**config.mk**
```make
export PLATFORM = sky130hd
export DESIGN_NAME = ssi_top
export DESIGN_NICKNAME = d
export VERILOG_FILES = /design/src/rtl/ssi_pkg.sv /design/src/rtl/ssi_top.sv
export VERILOG_INCLUDE_DIRS = /design/src /design/src/rtl
export SDC_FILE = /design/constraint.sdc
export NUM_CORES = 1
export LEC_CHECK = 0
export BUFFER_PORTS_ARGS = -buffer_cell sky130_fd_sc_hd__buf_4
export CAP_MARGIN = 0
export CELL_PAD_IN_SITES_DETAIL_PLACEMENT = 1
export CELL_PAD_IN_SITES_GLOBAL_PLACEMENT = 1
export CORE_ASPECT_RATIO = 1.25
export CORE_MARGIN = 5
export CORE_UTILIZATION = 30
export CTS_BUF_LIST = sky130_fd_sc_hd__clkbuf_2
export CTS_CLUSTER_DIAMETER = 200
export DETAILED_ROUTE_END_ITERATION = 12
export PLACE_DENSITY_LB_ADDON = 0.1
export SYNTH_ARGS = -nofsm -noshare
export SYNTH_HDL_FRONTEND = slang
export SYNTH_SLANG_ARGS = --single-unit
```
**constraint.sdc**
```tcl
create_clock -name clk -period 2.5 [get_ports clk]
set_input_delay 0.25 -clock clk [delete_from_list [all_inputs] [get_ports clk]]
set_output_delay 0.25 -clock clk [all_outputs]
set_load 0.02 [all_outputs]
```
**src/rtl/ssi_params.svh**
```systemverilog
// constants for the starter status indicator: register offsets, field bits, reset values, timing
// assumes a 32-bit classic wishbone slave on a 250 MHz clock
`ifndef SSI_PARAMS_SVH
`define SSI_PARAMS_SVH

// register byte offsets
`define SSI_REG_CTRL 8'h00
`define SSI_REG_STATUS 8'h04
`define SSI_REG_IRQ_STAT 8'h08
`define SSI_REG_IRQ_MASK 8'h0c
`define SSI_REG_FAULT 8'h10

// ctrl fields
`define SSI_CTRL_ACK_BIT 0
`define SSI_CTRL_BYPASS_GUARD_EN_BIT 1
`define SSI_CTRL_RESET 32'h0000_0002

// interrupt bits: one per fault source
`define SSI_IRQ_OC 0
`define SSI_IRQ_PF 1
`define SSI_IRQ_OH 2
`define SSI_IRQ_OL 3
`define SSI_IRQ_PB 4
`define SSI_IRQ_W 5

// panel display codes
`define SSI_CODE_NONE 4'h0
`define SSI_CODE_OH 4'h1
`define SSI_CODE_OC1 4'h2
`define SSI_CODE_PF 4'h3
`define SSI_CODE_OL 4'h4
`define SSI_CODE_PB 4'h5
`define SSI_CODE_OC2 4'h6
`define SSI_CODE_STATE 4'h8
`define SSI_CODE_CURRENT 4'h9

// least start-to-bypass time
`define SSI_BYPASS_MIN_MS 1000
`define SSI_CLK_MHZ 250

`endif

```
**src/rtl/ssi_pkg.sv**
```systemverilog
// types for the starter status indicator
// assumes ssi_params.svh is included by the design file
package ssi_pkg;

  typedef enum logic [2:0] {
    SSI_STANDBY,
    SSI_DELAY,
    SSI_STARTING,
    SSI_RUNNING
  } ssi_phase_t;

  // raw protection inputs from the detection logic
  typedef struct packed {
    logic overcurrent;
    logic overcurrent_hi;
    logic phase_loss;
    logic overheat;
    logic overload;
  } ssi_prot_t;

  // lamp outputs, one bit per lamp
  typedef struct packed {
    logic run_lamp;
    logic delay_lamp;
    logic external_control_lamp;
    logic current_view_lamp;
  } ssi_lamps_t;

endpackage

```
**src/rtl/ssi_top.sv**
```systemverilog
// starter status indicator: fault code latching, lamp drive, view toggle, wishbone slave
// assumes synchronous inputs from protection, sequencer and panel key logic on one clock
// Functional notes
// - overcurrent trip shows one of two overcurrent codes
// - missing input phase shows the phase-loss code
// - overheat shows its code; clears itself once temperature is safe
// - overload or jam trip shows the overload code
// - bypass within one second of start raises premature-bypass code
// - start finishing with no load also raises premature-bypass code
// - running lamp lit after start completes in state view under keypad control, dark in standby
// - delay lamp lit from delay start until delay end under keypad control
// - external-control lamp lit while terminals control except in current view, dark for keypad
// - first mode key press in start lights current lamp, shows current
// - next press clears current lamp, shows state again; presses toggle
// - each lamp is lit or dark; only the state's own lamp lit
`timescale 1ns/1ps
`include "ssi_params.svh"

module ssi_top
  import ssi_pkg::*;
#(
  parameter int unsigned BYPASS_MIN_CYCLES = `SSI_BYPASS_MIN_MS * 1000 * `SSI_CLK_MHZ,
  parameter int unsigned CNT_W = 28
) (
  input wire logic clk,
  input wire logic reset,
  // wishbone classic slave
  input wire logic wb_cyc_i,
  input wire logic wb_stb_i,
  input wire logic wb_we_i,
  input wire logic [7:0] wb_adr_i,
  input wire logic [3:0] wb_sel_i,
  input wire logic [31:0] wb_dat_i,
  output logic [31:0] wb_dat_o,
  output logic wb_ack_o,
  // protection and sequencer
  input wire ssi_prot_t prot,
  input wire logic start_delay_begin,
  input wire logic start_delay_end,
  input wire logic start_begin,
  input wire logic bypass_closed,
  input wire logic start_done,
  input wire logic no_load,
  input wire logic stop_cmd,
  input wire logic external_control,
  input wire logic mode_key,
  // panel
  output logic [3:0] display_code,
  output ssi_lamps_t lamps,
  output logic irq
);

  // the start timer must hold the whole guard window without wrapping
  initial begin
    if (CNT_W < 2 || BYPASS_MIN_CYCLES < 1 || BYPASS_MIN_CYCLES >= (64'd1 << CNT_W)) begin
      $error("ssi_top: bypass count does not fit counter");
    end
    // the guard parameter is 32 bits, so a wider counter would only waste flops
    if (CNT_W > 32) begin
      $error("ssi_top: counter wider than the guard parameter");
    end
  end

  // byte-lane merge shared by the ctrl and irq mask registers
  function automatic logic [31:0] merge_lanes(input logic [31:0] old_v, input logic [31:0] new_v,
                                              input logic [3:0] sel);
    logic [31:0] r;
    r = old_v;
    for (int i = 0; i < 4; i++) begin
      if (sel[i]) begin
        r[i*8 +: 8] = new_v[i*8 +: 8];
      end
    end
    return r;
  endfunction

  // one register hit test for every write strobe, so offsets are compared in one place
  // and a new register cannot be decoded differently by two processes
  function automatic logic reg_hit(input logic [7:0] adr, input logic [7:0] off);
    return adr == off;
  endfunction

  ssi_phase_t phase;
  ssi_phase_t next_phase;
  logic [CNT_W-1:0] start_cnt;
  logic [31:0] ctrl;
  logic [`SSI_IRQ_W-1:0] irq_stat;
  logic [`SSI_IRQ_W-1:0] irq_mask;
  logic [3:0] fault_code;
  logic [3:0] last_fault;
  logic current_view;
  logic mode_key_q;
  logic key_press;
  logic bypass_q;
  logic bypass_rise;
  logic early_bypass;
  logic no_load_done;
  logic [`SSI_IRQ_W-1:0] events;
  logic [3:0] next_fault;
  logic fault_active;
  logic fault_ack;
  logic bus_req;
  logic bus_wr;
  logic bus_rd;
  logic [31:0] next_rdata;
  logic wr_ctrl;
  logic wr_mask;
  logic wr_stat;
  logic [4:0] stat_clr;
  logic [31:0] ctrl_merged;
  logic [31:0] mask_merged;
  logic [31:0] status_word;
  ssi_lamps_t next_lamps;
  logic [3:0] next_display;

  // wishbone decode; ack one cycle after request, dropped the cycle after
  assign bus_req = wb_cyc_i & wb_stb_i & ~wb_ack_o;
  assign bus_wr = bus_req & wb_we_i;
  assign bus_rd = bus_req & ~wb_we_i;
  assign wr_ctrl = bus_wr & reg_hit(wb_adr_i, `SSI_REG_CTRL);
  assign wr_mask = bus_wr & reg_hit(wb_adr_i, `SSI_REG_IRQ_MASK);
  assign wr_stat = bus_wr & reg_hit(wb_adr_i, `SSI_REG_IRQ_STAT);
  // acknowledge through byte lane 0 only, matching the ctrl field layout
  assign fault_ack = wr_ctrl & wb_sel_i[0] & wb_dat_i[`SSI_CTRL_ACK_BIT];

  // lane merges; the ack bit is never stored, so a later write of other bits
  // cannot repeat an old acknowledge
  assign ctrl_merged = merge_lanes(ctrl, wb_dat_i, wb_sel_i) & 32'h0000_0002;
  assign mask_merged = merge_lanes({27'h000_0000, irq_mask}, wb_dat_i, wb_sel_i);
  // write-one-to-clear only through byte lane 0, as the status fits in it
  assign stat_clr = (wr_stat & wb_sel_i[0]) ? wb_dat_i[4:0] : 5'h00;
  // status word: [8] current view, [7:4] lamps, [3:1] phase, [0] control source
  assign status_word = {23'h00_0000, current_view, lamps, phase, external_control};

  // edge detection on key and bypass contact; both flops reset low, the idle level
  // of the key and of an open contact, so no false edge follows reset
  assign key_press = mode_key & ~mode_key_q;
  assign bypass_rise = bypass_closed & ~bypass_q;

  // premature bypass: guard enable bit lets software turn the check off;
  // only the closing edge is judged, so a contact held closed raises one event
  assign early_bypass = ctrl[`SSI_CTRL_BYPASS_GUARD_EN_BIT] && phase == SSI_STARTING && bypass_rise
                        && start_cnt < CNT_W'(BYPASS_MIN_CYCLES);
  assign no_load_done = ctrl[`SSI_CTRL_BYPASS_GUARD_EN_BIT] && phase == SSI_STARTING
                        && start_done && no_load;

  // fault events, one per interrupt bit; levels, so a live fault keeps re-setting its bit
  assign events[`SSI_IRQ_OC] = prot.overcurrent | prot.overcurrent_hi;
  assign events[`SSI_IRQ_PF] = prot.phase_loss;
  assign events[`SSI_IRQ_OH] = prot.overheat;
  assign events[`SSI_IRQ_OL] = prot.overload;
  assign events[`SSI_IRQ_PB] = early_bypass | no_load_done;

  // code selection: live faults in a fixed priority, overheat tracks its input
  // a fault that has gone stays shown until acknowledged, so a short trip is not missed
  always_comb begin
    next_fault = fault_code;
    if (prot.overcurrent_hi) begin
      next_fault = `SSI_CODE_OC2;
    end else if (prot.overcurrent) begin
      next_fault = `SSI_CODE_OC1;
    end else if (prot.phase_loss) begin
      next_fault = `SSI_CODE_PF;
    end else if (prot.overheat) begin
      next_fault = `SSI_CODE_OH;
    end else if (prot.overload) begin
      next_fault = `SSI_CODE_OL;
    end else if (events[`SSI_IRQ_PB]) begin
      next_fault = `SSI_CODE_PB;
    end else if (fault_code == `SSI_CODE_OH) begin
      next_fault = `SSI_CODE_NONE; // self-release when temperature safe
    end else if (fault_ack) begin
      next_fault = `SSI_CODE_NONE;
    end
  end

  assign fault_active = fault_code != `SSI_CODE_NONE;

  // operating phase sequence; a fault stops the start
  // stop and new faults override every transition so standby is always reachable
  always_comb begin
    next_phase = phase;
    case (phase)
      SSI_STANDBY: begin
        if (start_delay_begin) begin
          next_phase = SSI_DELAY;
        end else if (start_begin) begin
          next_phase = SSI_STARTING;
        end
      end
      SSI_DELAY: begin
        if (start_delay_end) begin
          next_phase = SSI_STARTING;
        end
      end
      SSI_STARTING: begin
        if (start_done && !no_load_done) begin
          next_phase = SSI_RUNNING;
        end
      end
      SSI_RUNNING: begin
        next_phase = SSI_RUNNING;
      end
      default: begin
        next_phase = SSI_STANDBY;
      end
    endcase
    if (stop_cmd || (next_fault != `SSI_CODE_NONE && next_fault != fault_code) || early_bypass) begin
      next_phase = SSI_STANDBY;
    end
  end

  // read mux; unmapped offsets read zero so software probing is harmless
  always_comb begin
    next_rdata = 32'h0000_0000;
    case (wb_adr_i)
      `SSI_REG_CTRL: next_rdata = ctrl;
      `SSI_REG_STATUS: next_rdata = status_word;
      `SSI_REG_IRQ_STAT: next_rdata = {27'h000_0000, irq_stat};
      `SSI_REG_IRQ_MASK: next_rdata = {27'h000_0000, irq_mask};
      `SSI_REG_FAULT: next_rdata = {24'h00_0000, last_fault, fault_code};
      default: next_rdata = 32'h0000_0000; // unmapped reads zero, still acked
    endcase
  end

  // bus slave registers; read data is held between reads to keep the bus quiet
  always_ff @(posedge clk) begin
    if (reset) begin
      wb_ack_o <= 1'b0;
      wb_dat_o <= 32'h0000_0000;
      ctrl <= `SSI_CTRL_RESET;
      irq_mask <= 5'h00;
    end else begin
      wb_ack_o <= bus_req;
      if (bus_rd) begin
        wb_dat_o <= next_rdata;
      end
      if (wr_ctrl) begin
        ctrl <= ctrl_merged; // ack bit self-clears
      end
      if (wr_mask) begin
        irq_mask <= mask_merged[4:0];
      end
    end
  end

  // sticky status, one flop per source; the set term is ORed last so an event
  // arriving with its own clear stays visible and is never lost
  for (genvar b = 0; b < `SSI_IRQ_W; b++) begin : g_stat
    always_ff @(posedge clk) begin
      if (reset) begin
        irq_stat[b] <= 1'b0;
      end else begin
        irq_stat[b] <= (irq_stat[b] & ~stat_clr[b]) | events[b];
      end
    end
  end

  // level interrupt from a flop, one cycle behind the status bits; the lag buys a
  // glitch-free pin at the cost of one clock of latency
  always_ff @(posedge clk) begin
    if (reset) begin
      irq <= 1'b0;
    end else begin
      irq <= |(irq_stat & irq_mask);
    end
  end

  // phase, start timer and fault latch
  // the timer restarts whenever the start phase is left, so each start is judged alone
  always_ff @(posedge clk) begin
    if (reset) begin
      phase <= SSI_STANDBY;
      start_cnt <= '0;
      fault_code <= `SSI_CODE_NONE;
      last_fault <= `SSI_CODE_NONE;
      mode_key_q <= 1'b0;
      bypass_q <= 1'b0;
    end else begin
      phase <= next_phase;
      mode_key_q <= mode_key;
      bypass_q <= bypass_closed;
      if (phase != SSI_STARTING) begin
        start_cnt <= '0;
      end else if (start_cnt != '1) begin
        start_cnt <= start_cnt + 1'b1; // saturates so a long ramp never wraps
      end
      fault_code <= next_fault;
      if (next_fault != fault_code && fault_code != `SSI_CODE_NONE) begin
        last_fault <= fault_code;
      end
    end
  end

  // view toggle: only key presses during the start sequence flip it
  // standby clears the view so a new start always opens on the state view
  always_ff @(posedge clk) begin
    if (reset) begin
      current_view <= 1'b0;
    end else if (phase == SSI_STANDBY) begin
      current_view <= 1'b0;
    end else if (key_press && phase == SSI_STARTING) begin
      current_view <= ~current_view;
    end
  end

  // lamp priority: current view over control source over phase lamps, which keeps
  // at most one lamp lit even when the inputs overlap
  always_comb begin
    next_lamps = '0;
    next_lamps.current_view_lamp = current_view;
    next_lamps.external_control_lamp = ~current_view & external_control;
    next_lamps.delay_lamp = ~current_view & ~external_control & (phase == SSI_DELAY);
    next_lamps.run_lamp = ~current_view & ~external_control & (phase == SSI_RUNNING);
  end

  // a latched fault outranks both views so the operator cannot miss it
  assign next_display = fault_active ? fault_code :
                        (current_view ? `SSI_CODE_CURRENT : `SSI_CODE_STATE);

  // panel outputs straight from flops
  always_ff @(posedge clk) begin
    if (reset) begin
      lamps <= '0;
      display_code <= `SSI_CODE_STATE;
    end else begin
      lamps <= next_lamps;
      display_code <= next_display;
    end
  end

endmodule

```
# Yosys cells after proc, flatten, opt, wreduce, memory -nomap -nowiden
# Index checks and enable logic that the tools add are counted.
# op_classes
add_sub_neg	1
order_cmp	1
eq_ne	14
mux	17
n_bitwise	40
n_reduce_logical	23
# ops
cell	count
case mux 9 bit (5 select lines)	1
2-to-1 mux 4 bit	9
adder 28 x 1 -> 28 bit, second input constant	1
less-than comparator 28 bit, second input constant	1
inequality test 28 bit, second input constant	1
bitwise AND 1 bit	21
== test 8 x 4 -> 1 bit, second input constant	2
2-to-1 mux 3 bit	4
case mux 3 bit (4 select lines)	1
NOT 1 bit	11
logical AND 1 bit	9
== test 8 x 3 -> 1 bit, second input constant	1
== test 8 x 5 -> 1 bit, second input constant	1
logical NOT 8 bit	1
nonzero test 4 bit	2
OR 1 bit	7
== test 3 x 2 -> 1 bit, second input constant	2
OR reduction 2 bit	3
bitwise AND 5 bit	1
2-to-1 mux 5 bit	1
OR reduction 5 bit	1
== test 4 x 1 -> 1 bit, second input constant	1
inequality test 2 bit, second input constant	2
inequality test 4 bit	1
9 further kinds	11
# word_totals
register_bits	95
out_inout_bits	42
wordCells	118

# Longest topological paths before layout
# depth
word_depth	19
ltp_mapped	8

# Least setup slack after synthesis
# Ideal clock, no wire load.
# synth_path
path_type	input-to-reg
startpoint	input port wb_adr_i[2]
endpoint	register phase[1]
arrival_ps	1947
required_time_ps	2375
path_slack_ps	428
path_stages	8
path_cell_list	clkbuf_1 -> or4_1 -> nor4_2 -> nor4_1 -> o211a_1 -> o2bb2ai_2 -> a41oi_1 -> nor3b_1
# synth_via
elab_chain_cells	17
word_cells_on_any_way	18
# synth_lines
item	line_no	source
start: declaration	ssi_top.sv:31	input wire logic [7:0] wb_adr_i,
logical NOT 8 bit (*)	ssi_top.sv:80	return adr == off;
bitwise AND 1 bit (*)	ssi_top.sv:120	assign wr_ctrl = bus_wr & reg_hit(wb_adr_i, `SSI_REG_CTRL);
bitwise AND 1 bit (*) (2 in series)	ssi_top.sv:124	assign fault_ack = wr_ctrl & wb_sel_i[0] & wb_dat_i[`SSI_CTRL_ACK_BIT];
2-to-1 mux 4 bit (*)	ssi_top.sv:172	end else if (fault_ack) begin
2-to-1 mux 4 bit (*)	ssi_top.sv:170	end else if (fault_code == `SSI_CODE_OH) begin
2-to-1 mux 4 bit (*)	ssi_top.sv:168	end else if (events[`SSI_IRQ_PB]) begin
2-to-1 mux 4 bit (*)	ssi_top.sv:166	end else if (prot.overload) begin
2-to-1 mux 4 bit (*)	ssi_top.sv:164	end else if (prot.overheat) begin
2-to-1 mux 4 bit (*)	ssi_top.sv:162	end else if (prot.phase_loss) begin
2-to-1 mux 4 bit (*)	ssi_top.sv:160	end else if (prot.overcurrent) begin
2-to-1 mux 4 bit (*)	ssi_top.sv:158	if (prot.overcurrent_hi) begin
inequality test 4 bit or nonzero test 4 bit (tied branches)	-	
logical AND 1 bit (*)	ssi_top.sv:208	if (stop_cmd || (next_fault != `SSI_CODE_NONE && next_fault != fault_code) || early_bypass) begin
logical OR 1 bit (*) (2 in series)	ssi_top.sv:208	
OR reduction 2 bit (no line) (*)	-	
end signal: assignment	ssi_top.sv:280	phase <= next_phase;
end: declaration	ssi_top.sv:83	ssi_phase_t phase;
# Every way passes the cells marked *; elsewhere a longest branch is shown, timed or not.
# A chain may end at the register's enable or synchronous reset.

# Worst setup path in the final report
# layout_path
startpoint	input port wb_adr_i[7]
endpoint	register phase[1]
# Same word-level chain as after synthesis.

==> metrics.md <==
| Metric | Value |
|---|---|
| Status | `completed` |
| Synth Area in Compound Gates | `17.11%` |
| Min cycle time layout | `2.368 ns` |
| Pwr dens | `466.5 mW/mm^2` |
| Placer Congestion | `0.7659` |
| Max_cap viols | `0` |
| Highest Clock Rate | `422.3 MHz` |
| Antenna violations before repair | `1` |
| Synth Area in XOR/XNOR | `4.373%` |
| Final period util | `94.71%` |
| Die span in x | `108.0 um` |
| Number of global-route vias before repair | `3447` |
| Reg2reg end | `phase[1]$_SDFFE_PP0P_` |
| Crit Path Class | `input port to register` |
| Initial Util | `30.74%` |
| CTS Sinks | `71` |
| Maximum VDD drop | `188.0 uV` |
| Hold crit path type | `input port to register` |
| First-pass GRT wire length | `17.08 mm` |
| R2R setup slack | `0.22 ns` |
| Max Slew Vio Count | `0` |
| Post-synthesis mux area share | `2.013%` |
| Cell count after synthesis | `434` |
| Top-area cell type share of the netlist area | `39.43%` |
| Clk slew on worst S/H paths | `0.21 ns` |
| Worst-margin pin slew | `0.4916 ns` |
| Lkg Pwr | `0.001648 uW` |
| Total global routing overflow | `0` |
| NumNets Final | `565` |
| Main combinational cell family by area after synthesis | `simple AND/OR/NAND/NOR gates` |
| Final setup viols | `0` |
| Most common flop cell mapped by yosys | `dfxtp_1` |
| Post-Syn Area per Cell | `8.306 um^2` |
| Crit path capture type | `register` |
| GRT Overall Usage | `14.90%` |
| Final Hold Viols | `0` |
| CTS tree | `done` |
| Simple-Gate Fraction of Synth Area | `28.15%` |
| PortBufs | `51` |
| Worst skew pair latency | `0.51 ns` |
| Synth async-reset ratio | `0%` |
| FF-to-FF path depth | `7` |
| CP Data Required Time | `2.90 ns` |
| Most frequent cell after synthesis | `dfxtp_1` |
| #FFs+latches synth | `71` |
| # H-tree levels | `3` |
| Ys Warns | `0` |
| RSZ-0062 raised after global routing | `no` |
| Final Core Density | `37.05%` |
| Antenna Nets Post-Route | `0` |
| Pre-CTS setup slack | `0.07275 ns` |
| Via density | `4.958` |
| Area share of fa/ha/maj cells after synthesis | `0.3471%` |
| Pre-Repair DR Iteration Count | `4` |
| Die footprint | `0.01432 mm^2` |
| Pin count of the biggest net entering global routing | `44` |
| Hpwl dp | `7.850 mm` |
| Synth area leader | `dfxtp_1` |
| Crit. Startpoint | `wb_adr_i[7]` |
| Layout area overhead | `20.51%` |
| Synthesized cell area | `0.003605 mm^2` |
| CTS Buf Count | `9` |
| Sequential area share after synthesis | `39.43%` |
| Core Region | `0.01173 mm^2` |
| CP arrival | `2.76 ns` |
| Worst Slack Setup Final | `0.1322 ns` |
| Clock Tree Buf Depth | `2` |
| Setup Skew | `0.02660 ns` |
| R2R Path Start | `start_cnt[14]$_SDFFE_PP0P_` |
| First DRT Iteration DRCs | `82` |
| Post-synth EDFFs | `0` |
| DR vias | `3312` |
| Worst setup path end | `phase[1]$_SDFFE_PP0P_` |
| Worst Path Max Fanout | `7` |
| Rows | `44` |
| Ports | `105` |
| Vert. Die Dim | `132.6 um` |
| Max-Slew Margin vs Limit | `67.01%` |
| Routed len/inst | `15.39 um` |
| Synth top area cells | `dfxtp_1 (39%), nor2_1 (7.0%), buf_4 (4.8%), a21oi_1 (4.0%), xor2_1 (3.6%)` |
| Setup TNS | `0 ns` |
| Fillers | `1428` |
| Commonest cells in the netlist | `dfxtp_1 (71), nor2_1 (67), a21oi_1 (29)` |
| Cell variety after synth | `61` |
| # DRC | `0` |
| Setup Fix Bufs, Post-CTS | `0` |
| Fraction of layout cells with a size suffix above 1 | `18.18%` |
| WL final | `10.28 mm` |
| Worst Setup Start Kind | `input port` |
| CTS root buf | `clkbuf_2` |
cells in the final DEF, fill, tap and decap left out, types with 4 or more instances in the layout:
master,instances
and3_1,5
or3_1,11
nand2_1,22
dfxtp_1,70
nand3_1,18
clkbuf_2,10
mux2i_1,5
a221oi_1,4
a22oi_1,5
a21oi_1,29
xor2_1,15
dlygate4sd3_1,11
nand4_1,11
nor3b_1,5
inv_1,15
nor2_1,67
o21ai_0,16
a2bb2oi_1,5
nor4_1,4
nor2b_1,9
conb_1,23
or4_1,6
buf_4,64
o211ai_1,5
nor3_1,8
worst min-delay path by stage:
stage	startpoint	endpoint	slack [ns]	cells after the start
4_1_cts	wb_we_i	wb_dat_o[8]$_SDFFE_PP0P_	0.01	4
3_3_place_gp	wb_dat_o[8]$_SDFFE_PP0P_	wb_dat_o[8]$_SDFFE_PP0P_	0.45	2
3_5_place_dp	wb_dat_o[8]$_SDFFE_PP0P_	wb_dat_o[8]$_SDFFE_PP0P_	0.45	2
5_1_grt	wb_dat_i[2]	irq_stat[2]$_SDFF_PP0_	0.02	4
2_1_floorplan	prot[4]	fault_code[0]$_SDFF_PP0_	0.34	1
6_report	wb_dat_i[2]	irq_mask[2]$_SDFFE_PP0P_	0.07	5
layout make-up:
type,count,area [um^2],area share (%)
Timing Repair Buffer,75,590.6,13.59
Antenna cell,1,2.502,0.05760
Tap cell,161,201.4,4.637
Clock buffer,10,50.05,1.152
Sequential cell,71,1423,32.75
Clock inverter,6,51.30,1.181
Inverter,15,56.30,1.296
Multi-Input combinational cell,329,1969,45.33
through the flow:
step	total power, uW	instances	cell area [um^2]	hold slack, ns
after floorplan	1334	456	3687	0.3394
after global placement	1396	640	4120	0.4496
after detailed placement	1399	640	4120	0.4541
after CTS	2073	667	4332	0.01269
after global routing	2139	668	4344	0.02485
final	2026	668	4344	0.06830
critical path, stage by stage:
cell	delay [ns]
dlygate4sd3_1	0.54
buf_4	0.16
or4_1	0.55
nor4_2	0.26
buf_4	0.19
nor4_1	0.05
o211a_1	0.22
o2bb2ai_2	0.17
a41oi_1	0.28
nor3b_1	0.09
where the power goes:
group | internal [uW] | total, uW | switching [uW]
logic | 92.9 | 223 | 130
clock network | 223 | 638 | 416
registers | 1150 | 1170 | 12.9
total | 1470 | 2030 | 559
registers in the layout (all words and copies together), names as in the netlist:
| register | flops |
|---|---|
| lamps | 4 |
| last_fault | 4 |
| wb_dat_o | 9 |
| bypass_q | 1 |
| fault_code | 4 |
| irq_stat | 5 |
| display_code | 4 |
| phase | 2 |
| irq_mask | 5 |
| wb_ack_o | 1 |
| start_cnt | 28 |
| ctrl | 1 |
| mode_key_q | 1 |
| current_view | 1 |
| irq | 1 |
cells by family (layout without fill, tap and decap cells):
logic type,count (synthesis),after routing
and+or+nand+nor,191,191
AOI/OAI and AO/OA,90,90
DFF,71,71
buffers and inverters,56,106
xor gates and xnor gates,18,18
muxes,6,6
adders and majority gates,1,1
other,1,24
repair_timing:
| item | CTS | global route |
|---|---|---|
| hold buffers | 11 | 0 |
| endpoints found under the setup margin | 0 | 2 |
| hold endpoints to repair | 13 | 0 |
| resized for setup | 0 | 4 |
metal layers:
metal	vias up	GRT usage [%]	share of wire (%)
li1	1639	-	-
met1	1627	16.74	41
met2	33	27.63	56
met3	13	1.803	1.9
met4	0	6.526	2.0
met5	-	0	0
Power figures use the tool's default switching activity.
